**config.mk**
```make
export PLATFORM = sky130hd
export DESIGN_NAME = ccfe_top
export DESIGN_NICKNAME = d
export VERILOG_FILES = /design/src/core/ccfe_pkg.sv /design/src/core/ccfe_flag_unit.sv /design/src/core/ccfe_top.sv
export SDC_FILE = /design/constraint.sdc
export NUM_CORES = 1
export LEC_CHECK = 0
export BUFFER_PORTS_ARGS = -buffer_cell sky130_fd_sc_hd__clkbuf_2
export CAP_MARGIN = 0
export CORE_ASPECT_RATIO = 1.25
export CORE_MARGIN = 2
export CORE_UTILIZATION = 52
export DETAILED_ROUTE_END_ITERATION = 6
export PLACE_DENSITY = 0.77
export SYNTH_ARGS = -nofsm -noshare
export SYNTH_HDL_FRONTEND = slang
export SYNTH_HIERARCHICAL = 1
export SYNTH_SLANG_ARGS = --single-unit
```
**constraint.sdc**
```tcl
create_clock -name clk -period 4.2 [get_ports clk]
set_input_delay 0.21 -clock clk [delete_from_list [all_inputs] [get_ports clk]]
set_output_delay 0.21 -clock clk [all_outputs]
set_load 0.005 [all_outputs]
```
**src/core/ccfe_pkg.sv**
```systemverilog
package ccfe_pkg;

  localparam logic [7:0] REG_FLAGS   = 8'h00;
  localparam logic [7:0] REG_ACC     = 8'h04;
  localparam logic [7:0] REG_INDEX   = 8'h08;
  localparam logic [7:0] REG_PC      = 8'h0c;
  localparam logic [7:0] REG_ALU_CMD = 8'h10;
  localparam logic [7:0] REG_EA_CMD  = 8'h14;
  localparam logic [7:0] REG_EA      = 8'h18;
  localparam logic [7:0] REG_STATUS  = 8'h1c;

  localparam int ALU_OP_LSB  = 0;
  localparam int ALU_OPN_LSB = 8;
  localparam int ALU_BIT_LSB = 16;
  localparam int EA_MODE_LSB = 0;
  localparam int ST_BUSY_BIT = 0;
  localparam int ST_EXT_BIT  = 1;
  localparam int ST_TMR_BIT  = 2;
  localparam int ST_LEN_LSB  = 4;

  localparam logic [2:0]  FLAG_PAD   = 3'h7;
  localparam logic [7:0]  ACC_RST    = 8'h00;
  localparam logic [7:0]  INDEX_RST  = 8'h00;
  localparam logic [15:0] PC_RST     = 16'h0000;
  localparam logic [15:0] EA_RST     = 16'h0000;

  typedef enum logic [3:0] {
    CCFE_OP_ADD, CCFE_OP_ADC, CCFE_OP_SUB, CCFE_OP_SBC, CCFE_OP_CMP,
    CCFE_OP_AND, CCFE_OP_ORA, CCFE_OP_EOR, CCFE_OP_LDA, CCFE_OP_LSL,
    CCFE_OP_LSR, CCFE_OP_ASR, CCFE_OP_ROL, CCFE_OP_ROR, CCFE_OP_BTST
  } ccfe_op_e;

  typedef enum logic [2:0] {
    CCFE_AM_IMM, CCFE_AM_DIR, CCFE_AM_EXT, CCFE_AM_IX0, CCFE_AM_IX1, CCFE_AM_IX2
  } ccfe_mode_e;

  // Field order fixes the flag_byte layout, bit four down to bit zero
  typedef struct packed {
    logic h;
    logic i;
    logic n;
    logic z;
    logic c;
  } ccfe_flags_s;

  localparam ccfe_flags_s FLAGS_RST = '{h: 1'b0, i: 1'b1, n: 1'b0, z: 1'b0, c: 1'b0};

  typedef struct packed {
    logic [7:0]  result;
    ccfe_flags_s flags;
    logic        wr_acc;
  } ccfe_alu_s;

endpackage : ccfe_pkg

```
**src/core/ccfe_flag_unit.sv**
```systemverilog
`timescale 1ns/1ps
module ccfe_flag_unit (
  input  wire ccfe_pkg::ccfe_op_e    op,
  input  wire logic [7:0]            acc,
  input  wire logic [7:0]            opnd,
  input  wire logic [2:0]            bit_sel,
  input  wire ccfe_pkg::ccfe_flags_s flags_in,
  output ccfe_pkg::ccfe_alu_s        alu_out
);
  import ccfe_pkg::*;

  logic       use_cin;
  logic [8:0] cin;
  logic [8:0] sum;
  logic [8:0] diff;
  logic [4:0] low_sum;

  assign use_cin = (op == CCFE_OP_ADC) || (op == CCFE_OP_SBC);
  assign cin     = {8'h00, use_cin & flags_in.c};
  assign sum     = {1'b0, acc} + {1'b0, opnd} + cin;
  assign diff    = {1'b0, acc} - {1'b0, opnd} - cin;
  assign low_sum = {1'b0, acc[3:0]} + {1'b0, opnd[3:0]} + cin[4:0];

  always_comb begin
    alu_out        = '{result: acc, flags: flags_in, wr_acc: 1'b1};
    case (op)
      CCFE_OP_ADD, CCFE_OP_ADC: begin
        alu_out.result  = sum[7:0];
        alu_out.flags.h = low_sum[4];
        alu_out.flags.c = sum[8];
      end
      CCFE_OP_SUB, CCFE_OP_SBC: begin
        alu_out.result  = diff[7:0];
        alu_out.flags.c = diff[8];
      end
      CCFE_OP_CMP: begin
        alu_out.result  = diff[7:0];
        alu_out.flags.c = diff[8];
        alu_out.wr_acc  = 1'b0;
      end
      CCFE_OP_AND: alu_out.result = acc & opnd;
      CCFE_OP_ORA: alu_out.result = acc | opnd;
      CCFE_OP_EOR: alu_out.result = acc ^ opnd;
      CCFE_OP_LDA: alu_out.result = opnd;
      CCFE_OP_LSL: begin
        alu_out.result  = {acc[6:0], 1'b0};
        alu_out.flags.c = acc[7];
      end
      CCFE_OP_LSR: begin
        alu_out.result  = {1'b0, acc[7:1]};
        alu_out.flags.c = acc[0];
      end
      CCFE_OP_ASR: begin
        alu_out.result  = {acc[7], acc[7:1]};
        alu_out.flags.c = acc[0];
      end
      CCFE_OP_ROL: begin
        alu_out.result  = {acc[6:0], flags_in.c};
        alu_out.flags.c = acc[7];
      end
      CCFE_OP_ROR: begin
        alu_out.result  = {flags_in.c, acc[7:1]};
        alu_out.flags.c = acc[0];
      end
      CCFE_OP_BTST: begin
        alu_out.flags.c = opnd[bit_sel];
        alu_out.wr_acc  = 1'b0;
      end
      default: alu_out.wr_acc = 1'b0;
    endcase
    // Bit test touches only the carry; undefined codes touch nothing
    if (op != CCFE_OP_BTST && op <= CCFE_OP_ROR) begin
      alu_out.flags.n = alu_out.result[7];
      alu_out.flags.z = (alu_out.result == 8'h00);
    end
  end

endmodule : ccfe_flag_unit

```
**src/core/ccfe_top.sv**
```systemverilog
// Decided for this implementation: the register addresses and the AHB-Lite interface to the registers.
`timescale 1ns/1ps
module ccfe_top (
  input  wire logic        clk,
  input  wire logic        sys_rst,
  input  wire logic        hsel,
  input  wire logic [31:0] haddr,
  input  wire logic [1:0]  htrans,
  input  wire logic        hwrite,
  input  wire logic [2:0]  hsize,
  input  wire logic [31:0] hwdata,
  input  wire logic        hready,
  output logic             hreadyout,
  output logic [31:0]      hrdata,
  output logic             hresp,
  output logic [15:0]      mem_addr,
  output logic             mem_rd,
  input  wire logic [7:0]  mem_rdata,
  input  wire logic        mem_rvalid,
  input  wire logic        ext_irq_req,
  input  wire logic        timer_irq_req,
  output logic             vector_fetch,
  output logic             vector_src
);
  import ccfe_pkg::*;

  typedef enum logic [1:0] {ST_IDLE, ST_REQ, ST_WAIT, ST_CALC} ccfe_state_e;

  // Bus slave
  logic        dp_wr;
  logic        dp_rd;
  logic        dp_hit;
  logic [7:0]  dp_addr;
  logic        addr_ok;
  logic        wr_flags;
  logic        wr_acc_reg;
  logic        wr_index;
  logic        wr_pc;
  logic        wr_alu;
  logic        wr_ea;
  logic [31:0] rd_mux;

  // Core state
  ccfe_flags_s flags;
  ccfe_flags_s next_flags;
  logic [7:0]  acc;
  logic [7:0]  offset_reg;
  logic [15:0] pc;
  logic [15:0] next_pc;
  logic [15:0] ea;
  logic [15:0] opnd;
  logic [1:0]  cnt;
  logic [1:0]  len;
  ccfe_mode_e  mode;
  ccfe_state_e state;
  ccfe_alu_s   alu;
  ccfe_mode_e  req_mode;
  logic        mode_ok;
  logic        start;
  logic [1:0]  nbytes;
  logic [15:0] ea_calc;

  // Interrupt state
  logic ext_s1;
  logic ext_s2;
  logic ext_s3;
  logic tmr_s1;
  logic tmr_s2;
  logic tmr_s3;
  logic ext_edge;
  logic tmr_edge;
  logic pend_ext;
  logic pend_tmr;
  logic take;
  logic take_ext;

  assign addr_ok    = hsel & htrans[1] & hready;
  assign wr_flags   = dp_wr & dp_hit & (dp_addr == REG_FLAGS);
  assign wr_acc_reg = dp_wr & dp_hit & (dp_addr == REG_ACC);
  assign wr_index   = dp_wr & dp_hit & (dp_addr == REG_INDEX);
  assign wr_pc      = dp_wr & dp_hit & (dp_addr == REG_PC) & (state == ST_IDLE);
  assign wr_alu     = dp_wr & dp_hit & (dp_addr == REG_ALU_CMD);
  assign wr_ea      = dp_wr & dp_hit & (dp_addr == REG_EA_CMD);

  always_ff @(posedge clk) begin
    if (sys_rst) begin
      dp_wr   <= 1'b0;
      dp_rd   <= 1'b0;
      dp_hit  <= 1'b0;
      dp_addr <= 8'h00;
    end else begin
      dp_wr   <= addr_ok & hwrite;
      dp_rd   <= addr_ok & ~hwrite;
      dp_hit  <= (haddr[31:8] == 24'h000000) & (haddr[1:0] == 2'h0);
      dp_addr <= haddr[7:0];
    end
  end

  always_comb begin
    rd_mux = 32'h0000_0000;
    if (dp_hit) begin
      case (dp_addr)
        REG_FLAGS:  rd_mux = {24'h000000, FLAG_PAD, flags};
        REG_ACC:    rd_mux = {24'h000000, acc};
        REG_INDEX:  rd_mux = {24'h000000, offset_reg};
        REG_PC:     rd_mux = {16'h0000, pc};
        REG_EA:     rd_mux = {16'h0000, ea};
        REG_STATUS: begin
          rd_mux[ST_BUSY_BIT]             = (state != ST_IDLE);
          rd_mux[ST_EXT_BIT]              = pend_ext;
          rd_mux[ST_TMR_BIT]              = pend_tmr;
          rd_mux[ST_LEN_LSB +: 2]         = len;
        end
        default:    rd_mux = 32'h0000_0000;
      endcase
    end
  end

  // Reads get one wait state so they always see the effect of an earlier write
  always_ff @(posedge clk) begin
    if (sys_rst) begin
      hreadyout <= 1'b1;
      hrdata    <= 32'h0000_0000;
      hresp     <= 1'b0;
    end else begin
      hreadyout <= ~(addr_ok & ~hwrite);
      hresp     <= 1'b0;
      if (dp_rd) begin
        hrdata <= rd_mux;
      end
    end
  end

  ccfe_flag_unit u_flag_unit (
    .op       (ccfe_op_e'(hwdata[ALU_OP_LSB +: 4])),
    .acc      (acc),
    .opnd     (hwdata[ALU_OPN_LSB +: 8]),
    .bit_sel  (hwdata[ALU_BIT_LSB +: 3]),
    .flags_in (flags),
    .alu_out  (alu)
  );

  // Taking an interrupt raises the mask so the same request is not taken twice
  always_comb begin
    next_flags = flags;
    if (wr_flags) begin
      next_flags = ccfe_flags_s'(hwdata[4:0]);
    end else if (wr_alu) begin
      next_flags = alu.flags;
      next_flags.i = flags.i;
    end
    if (take) begin
      next_flags.i = 1'b1;
    end
  end

  always_ff @(posedge clk) begin
    if (sys_rst) begin
      flags <= FLAGS_RST;
      acc   <= ACC_RST;
    end else begin
      flags <= next_flags;
      if (wr_acc_reg) begin
        acc <= hwdata[7:0];
      end else if (wr_alu && alu.wr_acc) begin
        acc <= alu.result;
      end
    end
  end

  always_ff @(posedge clk) begin
    if (sys_rst) begin
      offset_reg <= INDEX_RST;
    end else if (wr_index) begin
      offset_reg <= hwdata[7:0];
    end
  end

  // Interrupt request pins
  always_ff @(posedge clk) begin
    if (sys_rst) begin
      {ext_s1, ext_s2, ext_s3} <= 3'h0;
      {tmr_s1, tmr_s2, tmr_s3} <= 3'h0;
    end else begin
      {ext_s1, ext_s2, ext_s3} <= {ext_irq_req, ext_s1, ext_s2};
      {tmr_s1, tmr_s2, tmr_s3} <= {timer_irq_req, tmr_s1, tmr_s2};
    end
  end

  assign ext_edge = ext_s2 & ~ext_s3;
  assign tmr_edge = tmr_s2 & ~tmr_s3;
  assign take     = ~flags.i & (pend_ext | pend_tmr);
  assign take_ext = pend_ext;

  // A new edge in the cycle a request is taken keeps it pending
  always_ff @(posedge clk) begin
    if (sys_rst) begin
      pend_ext     <= 1'b0;
      pend_tmr     <= 1'b0;
      vector_fetch <= 1'b0;
      vector_src   <= 1'b0;
    end else begin
      pend_ext     <= ext_edge | (pend_ext & ~(take & take_ext));
      pend_tmr     <= tmr_edge | (pend_tmr & ~(take & ~take_ext));
      vector_fetch <= take;
      if (take) begin
        vector_src <= ~take_ext;
      end
    end
  end

  // Address generator
  assign req_mode = ccfe_mode_e'(hwdata[EA_MODE_LSB +: 3]);
  assign mode_ok  = (req_mode <= CCFE_AM_IX2);
  assign start    = wr_ea & mode_ok & (state == ST_IDLE);
  assign nbytes   = (req_mode == CCFE_AM_DIR || req_mode == CCFE_AM_IX1) ? 2'd1 :
                    (req_mode == CCFE_AM_EXT || req_mode == CCFE_AM_IX2) ? 2'd2 : 2'd0;

  always_comb begin
    case (mode)
      CCFE_AM_IMM: ea_calc = pc;
      CCFE_AM_DIR: ea_calc = {8'h00, opnd[7:0]};
      CCFE_AM_EXT: ea_calc = opnd;
      CCFE_AM_IX0: ea_calc = {8'h00, offset_reg};
      CCFE_AM_IX1: ea_calc = {8'h00, opnd[7:0]} + {8'h00, offset_reg};
      CCFE_AM_IX2: ea_calc = opnd + {8'h00, offset_reg};
      default:     ea_calc = ea;
    endcase
  end

  always_comb begin
    next_pc = pc;
    if (wr_pc) begin
      next_pc = hwdata[15:0];
    end else if (start) begin
      next_pc = pc + 16'h0001;
    end else if (state == ST_WAIT && mem_rvalid) begin
      next_pc = pc + 16'h0001;
    end else if (state == ST_CALC && mode == CCFE_AM_IMM) begin
      next_pc = pc + 16'h0001;
    end
  end

  always_ff @(posedge clk) begin
    if (sys_rst) begin
      pc <= PC_RST;
    end else begin
      pc <= next_pc;
    end
  end

  always_ff @(posedge clk) begin
    if (sys_rst) begin
      state    <= ST_IDLE;
      mode     <= CCFE_AM_IMM;
      cnt      <= 2'd0;
      len      <= 2'd0;
      opnd     <= 16'h0000;
      ea       <= EA_RST;
      mem_addr <= 16'h0000;
      mem_rd   <= 1'b0;
    end else begin
      mem_rd <= 1'b0;
      case (state)
        ST_IDLE: begin
          if (start) begin
            mode  <= req_mode;
            cnt   <= nbytes;
            len   <= (req_mode == CCFE_AM_IMM) ? 2'd2 : nbytes + 2'd1;
            opnd  <= 16'h0000;
            state <= (nbytes == 2'd0) ? ST_CALC : ST_REQ;
          end
        end
        ST_REQ: begin
          mem_addr <= pc;
          mem_rd   <= 1'b1;
          state    <= ST_WAIT;
        end
        ST_WAIT: begin
          if (mem_rvalid) begin
            opnd  <= {opnd[7:0], mem_rdata};
            cnt   <= cnt - 2'd1;
            state <= (cnt == 2'd1) ? ST_CALC : ST_REQ;
          end
        end
        ST_CALC: begin
          ea    <= ea_calc;
          state <= ST_IDLE;
        end
        default: state <= ST_IDLE;
      endcase
    end
  end

endmodule : ccfe_top

```
* Word level (Yosys, flattened, before mapping)
Cells that the tools add are included.
Widths: inputs -> output; s select.
** Storage, ports and cells
- Word-level logic and storage cells :: 194
- Input bits :: 85
- Flip-flop bits (word level) :: 149
- Output and inout port bits :: 53
** Cells by class
- Bitwise gates (word level) :: 37
- Add/sub/neg operators :: 11
- Mux-type cells :: 36
- Equality and inequality tests :: 37
- Reductions and logical operators :: 38
- Order comparisons :: 3
** Operators with widths (number)
- $mux 16 :: 7
- $pmux 16 s6 :: 1
- $pmux 8 s11 :: 1
- $pmux 10 s5 :: 1
- $eq 8x5->1 const B :: 4
- $pmux 16 s2 :: 1
- $eq 4x4->1 const B :: 7
- $logic_not 24->1 :: 1
- $and 1x1->1 :: 23
- $mux 2 :: 10
- $add 8x8->9 :: 2
- $pmux 3 s6 :: 1
- $add 16x1->16 const B :: 1
- $add 16x8->16 :: 1
- $eq 4x3->1 const B :: 4
- $eq 8x4->1 const B :: 2
- $logic_not 8->1 :: 2
- $mux 8 :: 2
- $reduce_or 13->1 :: 1
- $eq 3x3->1 const B :: 4
- $pmux 2 s6 :: 1
- $reduce_and 2->1 :: 6
- $reduce_bool 2->1 :: 6
- $reduce_bool 6->1 :: 2
- other kinds (39) :: 71

* Longest topological paths before layout
Gate-level depths: netlist of the first run.
- Depth after elaboration :: 9
- Depth in mapped cells :: 17

* Hierarchy
The synthesis of the first run kept the hierarchy.
** By module, submodules not included
- ccfe_top :: area each 6676.4 µm², instances 1, cells each 806
- ccfe_flag_unit :: area each 1959.4 µm², instances 1, cells each 282

* Worst setup path before layout of the first run
Ideal clock, no wire load.
- Kind :: input port to flip-flop
- Start point :: in hwdata[2]
- End point :: reg flags[1] in the netlist's numbering
- Data arrival time :: 3963 ps
- Setup time :: 114 ps
- Data required time :: 4086 ps
- Stages on the path :: 15
- Slack :: 123 ps
- Path buffers :: 3
- Cells stage by stage :: clkbuf_1 buf_1 clkbuf_1 nand3b_1 fa_1 fa_1 o21a_1 o221a_1 xor2_1 and2_0 o32a_1 or4_1 o32ai_2 nor2b_1 a2111oi_0
** RTL lines
- start, declared :: RTL line ccfe_top.sv:11 : input wire logic [31:0] hwdata,
- end signal, assigned :: RTL line ccfe_top.sv:162 : flags <= next_flags;
- end, declared :: RTL line ccfe_top.sv:44 : ccfe_flags_s flags;

==> results of run 1 <==
path summary, 6_finish.rpt:
path / end / depth (start not counted)
setup reg to reg: flags[1] / 12
hold reg to reg: tmr_s2 / 1
hold / removal: hreadyout / 3
setup / recovery: flags[1] / 12
repair_timing:
action | 4_1_cts | 5_1_grt
hold buffers | 7 | 0
buffers inserted | 0 | 0
endpoints found under the hold margin | 7 | 0
placed cells by master (no fill, tap or decap), types with 12 or more instances in the layout:
cell         n
a22oi_1     25
nand2b_1    21
a22o_1      29
o22ai_1     19
nor3_1      27
a21oi_1     90
and2_1      12
xor2_1      13
nor2_1      96
a221oi_1    14
nor2b_1     30
conb_1      17
a211oi_1    22
a21o_1      15
nand3_1     30
dfxtp_1    133
o21ai_0     38
buf_4       18
ha_1        40
clkbuf_16   17
mux2i_1     31
clkbuf_2   102
inv_1       54
nand2_1    105
xnor2_1     22
power by group:
group          total, mW  switching, mW  internal [mW]
clock               1.59          0.622          0.966
sequential          1.28         0.0134           1.27
combinational      0.298          0.179          0.119
metal layers:
layer | vias up | part of all wire | global-route usage
met1 | 3996 | 0.41 | 0.355
li1 | 4040 | - | -
met5 | - | 0 | 0
met3 | 47 | 0.053 | 0.0444
met2 | 292 | 0.51 | 0.519
met4 | 0 | 0.026 | 0.106
worst reg2reg max path: cells and delay by family, from the launching register on:
family | cells | cell delay, ps
buffers and inverters | 1 | 120
flip-flops | 1 | 490
XOR/XNOR | 1 | 150
AO/OA/AOI/OAI | 4 | 1180
AND/OR/NAND/NOR | 4 | 1150
adder cells (fa/ha/maj) | 2 | 670
area by class of cell:
class                      instances  area, sq um
fill                            1463         6310
multi-input combinational        829         5410
sequential                       133         2660
timing repair buffer             127          716
clock buffer                      18          439
tap                              216          270
inverter                          55          206
clock inverter                    14          188
through the flow:
step | std cells | power (mW) | cell area [sq um] | worst slack [ps]
finish | 1392 | 3.17 | 9890 | 335
global route | 1392 | 3.26 | 9890 | 115
CTS | 1392 | 3.17 | 9890 | 351
detailed placement | 1353 | 1.60 | 9200 | 201
global placement | 1353 | 1.59 | 9200 | 295
floorplan | 1103 | 1.51 | 8690 | 123
==> flow_summary_export.csv, run 1 <==
group,metric,value,unit
sta,skew,8.27,ps
critical_path,cpMostUsedCell,"ha_1",
clock_network,cts_max_path_buffers,2,
critical_path,cp-end-kind,"flip-flop",
layout,syn_to_final_growth,14.7,%
pwr,peakVddDrop,223,uV
routing,postRouteAntennaNets,0,
sta,hold_slack,15.0,ps
routing,dr.pass1.iters,5,
global_routing,antenna_found_initial,0,
sta,fin_crit,3860,ps
hold_path,min_path_type,"in -> reg",
clock_network,clkTransAtPathRegs,60,ps
sta,drv_slew,0,
sta,worst_slew_pin_slew,1210,ps
global_routing,overflow,0,
clock_network,clk_latency,430,ps
global_routing,grt_pass1_vias,7925,
pwr,powerDensity,320,nW/um^2
clock_network,ctsResizeCount,0,
critical_path,crit_path_cell_trace,"inv_1, ha_1, ha_1, or3_1, o221a_1, xor2_1, and2_0, o32a_1, or4_1, o32ai_2, nor2b_1, a2111oi_0",
yosys,synth.avg_cell_area,7.94,sq um
clock_network,cts_buffers,17,
critical_path,regToRegSetupSlack,340,ps
flow_run,drv_cap,0,
critical_path,cp_max_fo,9,
critical_path,cp_top_family,"compound AO/OA/AOI/OAI gates",
critical_path,crit_path_start_kind,"flip-flop",
critical_path,path_buf_inv,1,
sta,setup_tns,0,ps
sta,maxSlewHeadroom,0.193,
critical_path,critical_path_required,4510,ps
die,dieArea,17600,sq um
yosys,yosys_warnings,6,
routing,vias_per_cell,6.02,
sta,setup_viol,0,
clock_network,cts-htree-levels,4,
sta,maxClockFrequency,259,MHz
critical_path,crit_type,"reg -> reg",
layout,drive_gt1_frac,0.150,
routing,num_vias,8375,
die,die_y,148,um
sta,final.period_utilization,0.920,
placement,routabilityCongestion,0.948,
routing,routedWlPerCell,18.4,um
placement,io_buffers,103,
sta,hold_viol_final,0,
die,pin_count,138,
clock_network,cts_root_buf,"clkbuf_16",
critical_path,cpPeakStageDelay,540,ps
die,fp.dieW,119,um
outcome,status,"completed",
routing,drcViolationCount,0,
critical_path,reg2reg_from,"acc[3]",
layout,finish.utilization,0.611,
sta,rsz0062_at_grt,"no",
yosys,syn_area,8630,sq um
routing,drt_wl_total,25.6,mm
hold_path,hold_start,"hwrite",
global_routing,grt_max_degree,62,
pwr,leakagePower,3.88,nW
layout,finalNetCount,1293,
routing,drt_iter0_markers,813,
placement,dpl.hpwl,18.5,mm
clock_network,cts_tree,"yes",
global_routing,grt_first_pass_wirelength,40.9,mm
critical_path,worstSetupStartpoint,"acc[3]",
global_routing,grt_util_all_layers,0.291,
critical_path,critical-path-slowest-cell,"or4_1",
critical_path,crit_arrival,4180,ps
yosys,synthCells,1087,
die,num_rows,52,
clock_network,clkSinkCount,133,
layout,antenna_cells,0,
die,coreArea,16200,sq um
die,start_util,0.533,
Power figures use the tool's default switching activity.
==> inputs of run 2 (changes only) <==
--- a/config.mk
+++ b/config.mk
@@ -5,6 +5,7 @@
 export SDC_FILE = /design/constraint.sdc
 export NUM_CORES = 1
 export LEC_CHECK = 0
+export ABC_CLOCK_PERIOD_IN_PS = 4200
 export BUFFER_PORTS_ARGS = -buffer_cell sky130_fd_sc_hd__clkbuf_2
 export CAP_MARGIN = 0
 export CORE_ASPECT_RATIO = 1.25
@@ -12,6 +13,7 @@
 export CORE_UTILIZATION = 52
 export DETAILED_ROUTE_END_ITERATION = 6
 export PLACE_DENSITY = 0.77
+export SLEW_MARGIN = 20
 export SYNTH_ARGS = -nofsm -noshare
 export SYNTH_HDL_FRONTEND = slang
 export SYNTH_HIERARCHICAL = 1
==> constraint.sdc (replaced) <==
create_clock -name clk -period 4.2 [get_ports clk]
set_input_delay 1.05 -clock clk [delete_from_list [all_inputs] [get_ports clk]]
set_output_delay 1.05 -clock clk [all_outputs]
set_load 0.005 [all_outputs]
==> flow_summary_export.csv, run 2 (synthesis gave the netlist of run 1 again) <==
group,metric,value,unit
placement,pre_cts_slack,-478,ps
global_routing,antenna_found_initial,0,
sta,fin_crit,3990,ps
layout,finalNetCount,1314,
sta,setup_tns,0,ps
layout,finish.utilization,0.619,
routing,wl_met1,10.0,mm
routing,drt_wl_total,25.3,mm
layout,drive_gt1_frac,0.179,
critical_path,rr_worst_depth,12,
layout,fin_cells,1413,
sta,worst_slew_pin_slew,968,ps
sta,rsz0062_at_grt,"no",
routing,met3WireLength,1.45,mm
placement,dpl.hpwl,18.8,mm
clock_network,clkSinkCount,133,
placement,routabilityCongestion,0.984,
routing,dr.pass1.iters,6,
routing,num_vias,8538,
critical_path,crit_type,"in -> reg",
critical_path,crit_path_cell_trace,"clkbuf_2, nor2b_4, nand3b_1, fa_2, fa_2, o21a_1, o221a_1, xor2_1, and2_0, o32a_1, or4_4, o32ai_2, nor2b_1, a2111oi_2",
hold_path,hold_start,"ext_s1",
hold_path,whs_path_depth,1,
sta,final.period_utilization,0.950,
flow_run,drv_cap,0,
die,pin_count,138,
routing,top_layer,"met4",
sta,maxClockFrequency,251,MHz
clock_network,clkTransAtPathRegs,60,ps
hold_path,worstHoldEndpoint,"ext_s2",
critical_path,regToRegSetupSlack,650,ps
routing,routed-wl-met2,12.5,mm
global_routing,grt_pass1_vias,8084,
critical_path,crit_arrival,4310,ps
sta,setup_ws,210,ps
clock_network,cts_tree,"yes",
critical_path,cp_max_fo,3,
critical_path,cpPeakStageDelay,420,ps
die,fp.dieW,119,um
sta,setup_viol,0,
clock_network,clk_latency,430,ps
critical_path,cp-end-kind,"flip-flop",
global_routing,grt_util_all_layers,0.287,
clock_network,ctsHoldBuffers,0,
layout,antenna_cells,0,
pwr,totalPowerFinal,3.04,mW
clock_network,cts_max_path_buffers,2,
global_routing,overflow,0,
global_routing,grt_first_pass_wirelength,40.5,mm
critical_path,reg2reg_from,"acc[3]",
clock_network,cts_root_buf,"clkbuf_16",
layout,layout_commonest_cell,"dfxtp_1",
layout,n_fill_cell,1429,
pwr,powerDensity,304,nW/um^2
layout,final_cell_mix,"133 x dfxtp_1, 105 x nand2_1, 102 x clkbuf_2",
routing,vias_per_cell,6.04,
routing,postRouteAntennaNets,0,
sta,drv_slew,0,
die,start_util,0.533,
hold_path,min_path_type,"reg -> reg",
critical_path,cpMostUsedCell,"fa_2",
die,dieArea,17600,sq um
die,coreArea,16200,sq um
routing,routedWlPerCell,17.9,um
routing,drt_iter0_markers,816,
critical_path,crit_path_start_kind,"primary input",
critical_path,critical-path-slowest-cell,"or4_4",
sta,hold_viol_final,0,
die,die_y,148,um
placement,io_buffers,103,
pwr,peakVddDrop,223,uV
routing,drcViolationCount,0,
clock_network,cts-htree-levels,4,
pwr,leakagePower,3.95,nW
outcome,status,"completed",
layout,syn_to_final_growth,16.2,%
clock_network,cts_buffers,17,
die,num_rows,52,
placement,placedCellCount,1380,
critical_path,r2r-end,"flags[1]",
critical_path,critical_path_required,4520,ps
sta,skew,6.24,ps
global_routing,grt_max_degree,82,
sta,maxSlewHeadroom,0.353,
## run 2: changes by cell type in the layout (fill, tap and decap cells not counted), moves of 2 or more
| cell | previous run | this run |
|---|---|---|
| buf_4 | 18 | 46 |
| bufinv_16 | 3 | 1 |
| clkinv_2 | 0 | 2 |
| clkinvlp_4 | 1 | 3 |
| dlygate4sd3_1 | 7 | 0 |
| fa_1 | 5 | 2 |
| fa_2 | 0 | 3 |
| o21ai_0 | 38 | 36 |
| o21ai_1 | 2 | 4 |
## run 2: routing by layer
| layer | up-vias | global-route usage |
|---|---|---|
| met3 | 80 | 0.0475 |
| met5 | - | 0 |
| met1 | 4021 | 0.338 |
| met2 | 361 | 0.494 |
| li1 | 4076 | - |
| met4 | 0 | 0.159 |
## run 2: final cells by class
cell class	instances	area (sq um)	area share
clock buffer	17	425	0.0424
clock inverter	15	146	0.0146
inverter	55	206	0.0206
multi-input combinational	829	5460	0.544
sequential	133	2660	0.266
tap	216	270	0.0270
timing repair buffer	148	856	0.0854
## run 2: worst max-delay path by stage
stage	startpoint	to	slack, ps	cells after the start
2_1_floorplan	hwdata[2]	flags[1]	-400	16
3_3_place_gp	hwdata[0]	flags[1]	-370	15
6_report	hwdata[0]	flags[1]	210	14
5_1_grt	hwdata[0]	flags[1]	1	14
4_1_cts	hwdata[0]	flags[1]	20	16
3_5_place_dp	hwdata[0]	flags[1]	-480	15
## run 2: through the flow
stage / hold WS, ps / area, sq um
5_1_grt: 460 / 10000
6_report: 434 / 10000
3_3_place_gp: 416 / 9400
4_1_cts: 436 / 10000
3_5_place_dp: 422 / 9410
2_1_floorplan: 414 / 8710
## run 2: power by group
group	leakage (nW)	switching, mW	internal [mW]
Combinational	2.61	0.185	0.138
Clock	0.274	0.614	0.828
Sequential	1.07	0.0104	1.27
## run 2: repair_timing
item                                    in CTS  in global routing
setup buffers                                0                  1
pin swaps                                    4                  7
gates resized for setup                      4                  5
endpoints found under the setup margin       1                  1
## run 2: worst max-delay path: cells and delay by family
kind | cells | cell delay [ps]
compound gates | 5 | 1250
buf+inv | 1 | 90
fa+ha+maj | 2 | 790
simple gates | 5 | 960
xor+xnor | 1 | 150
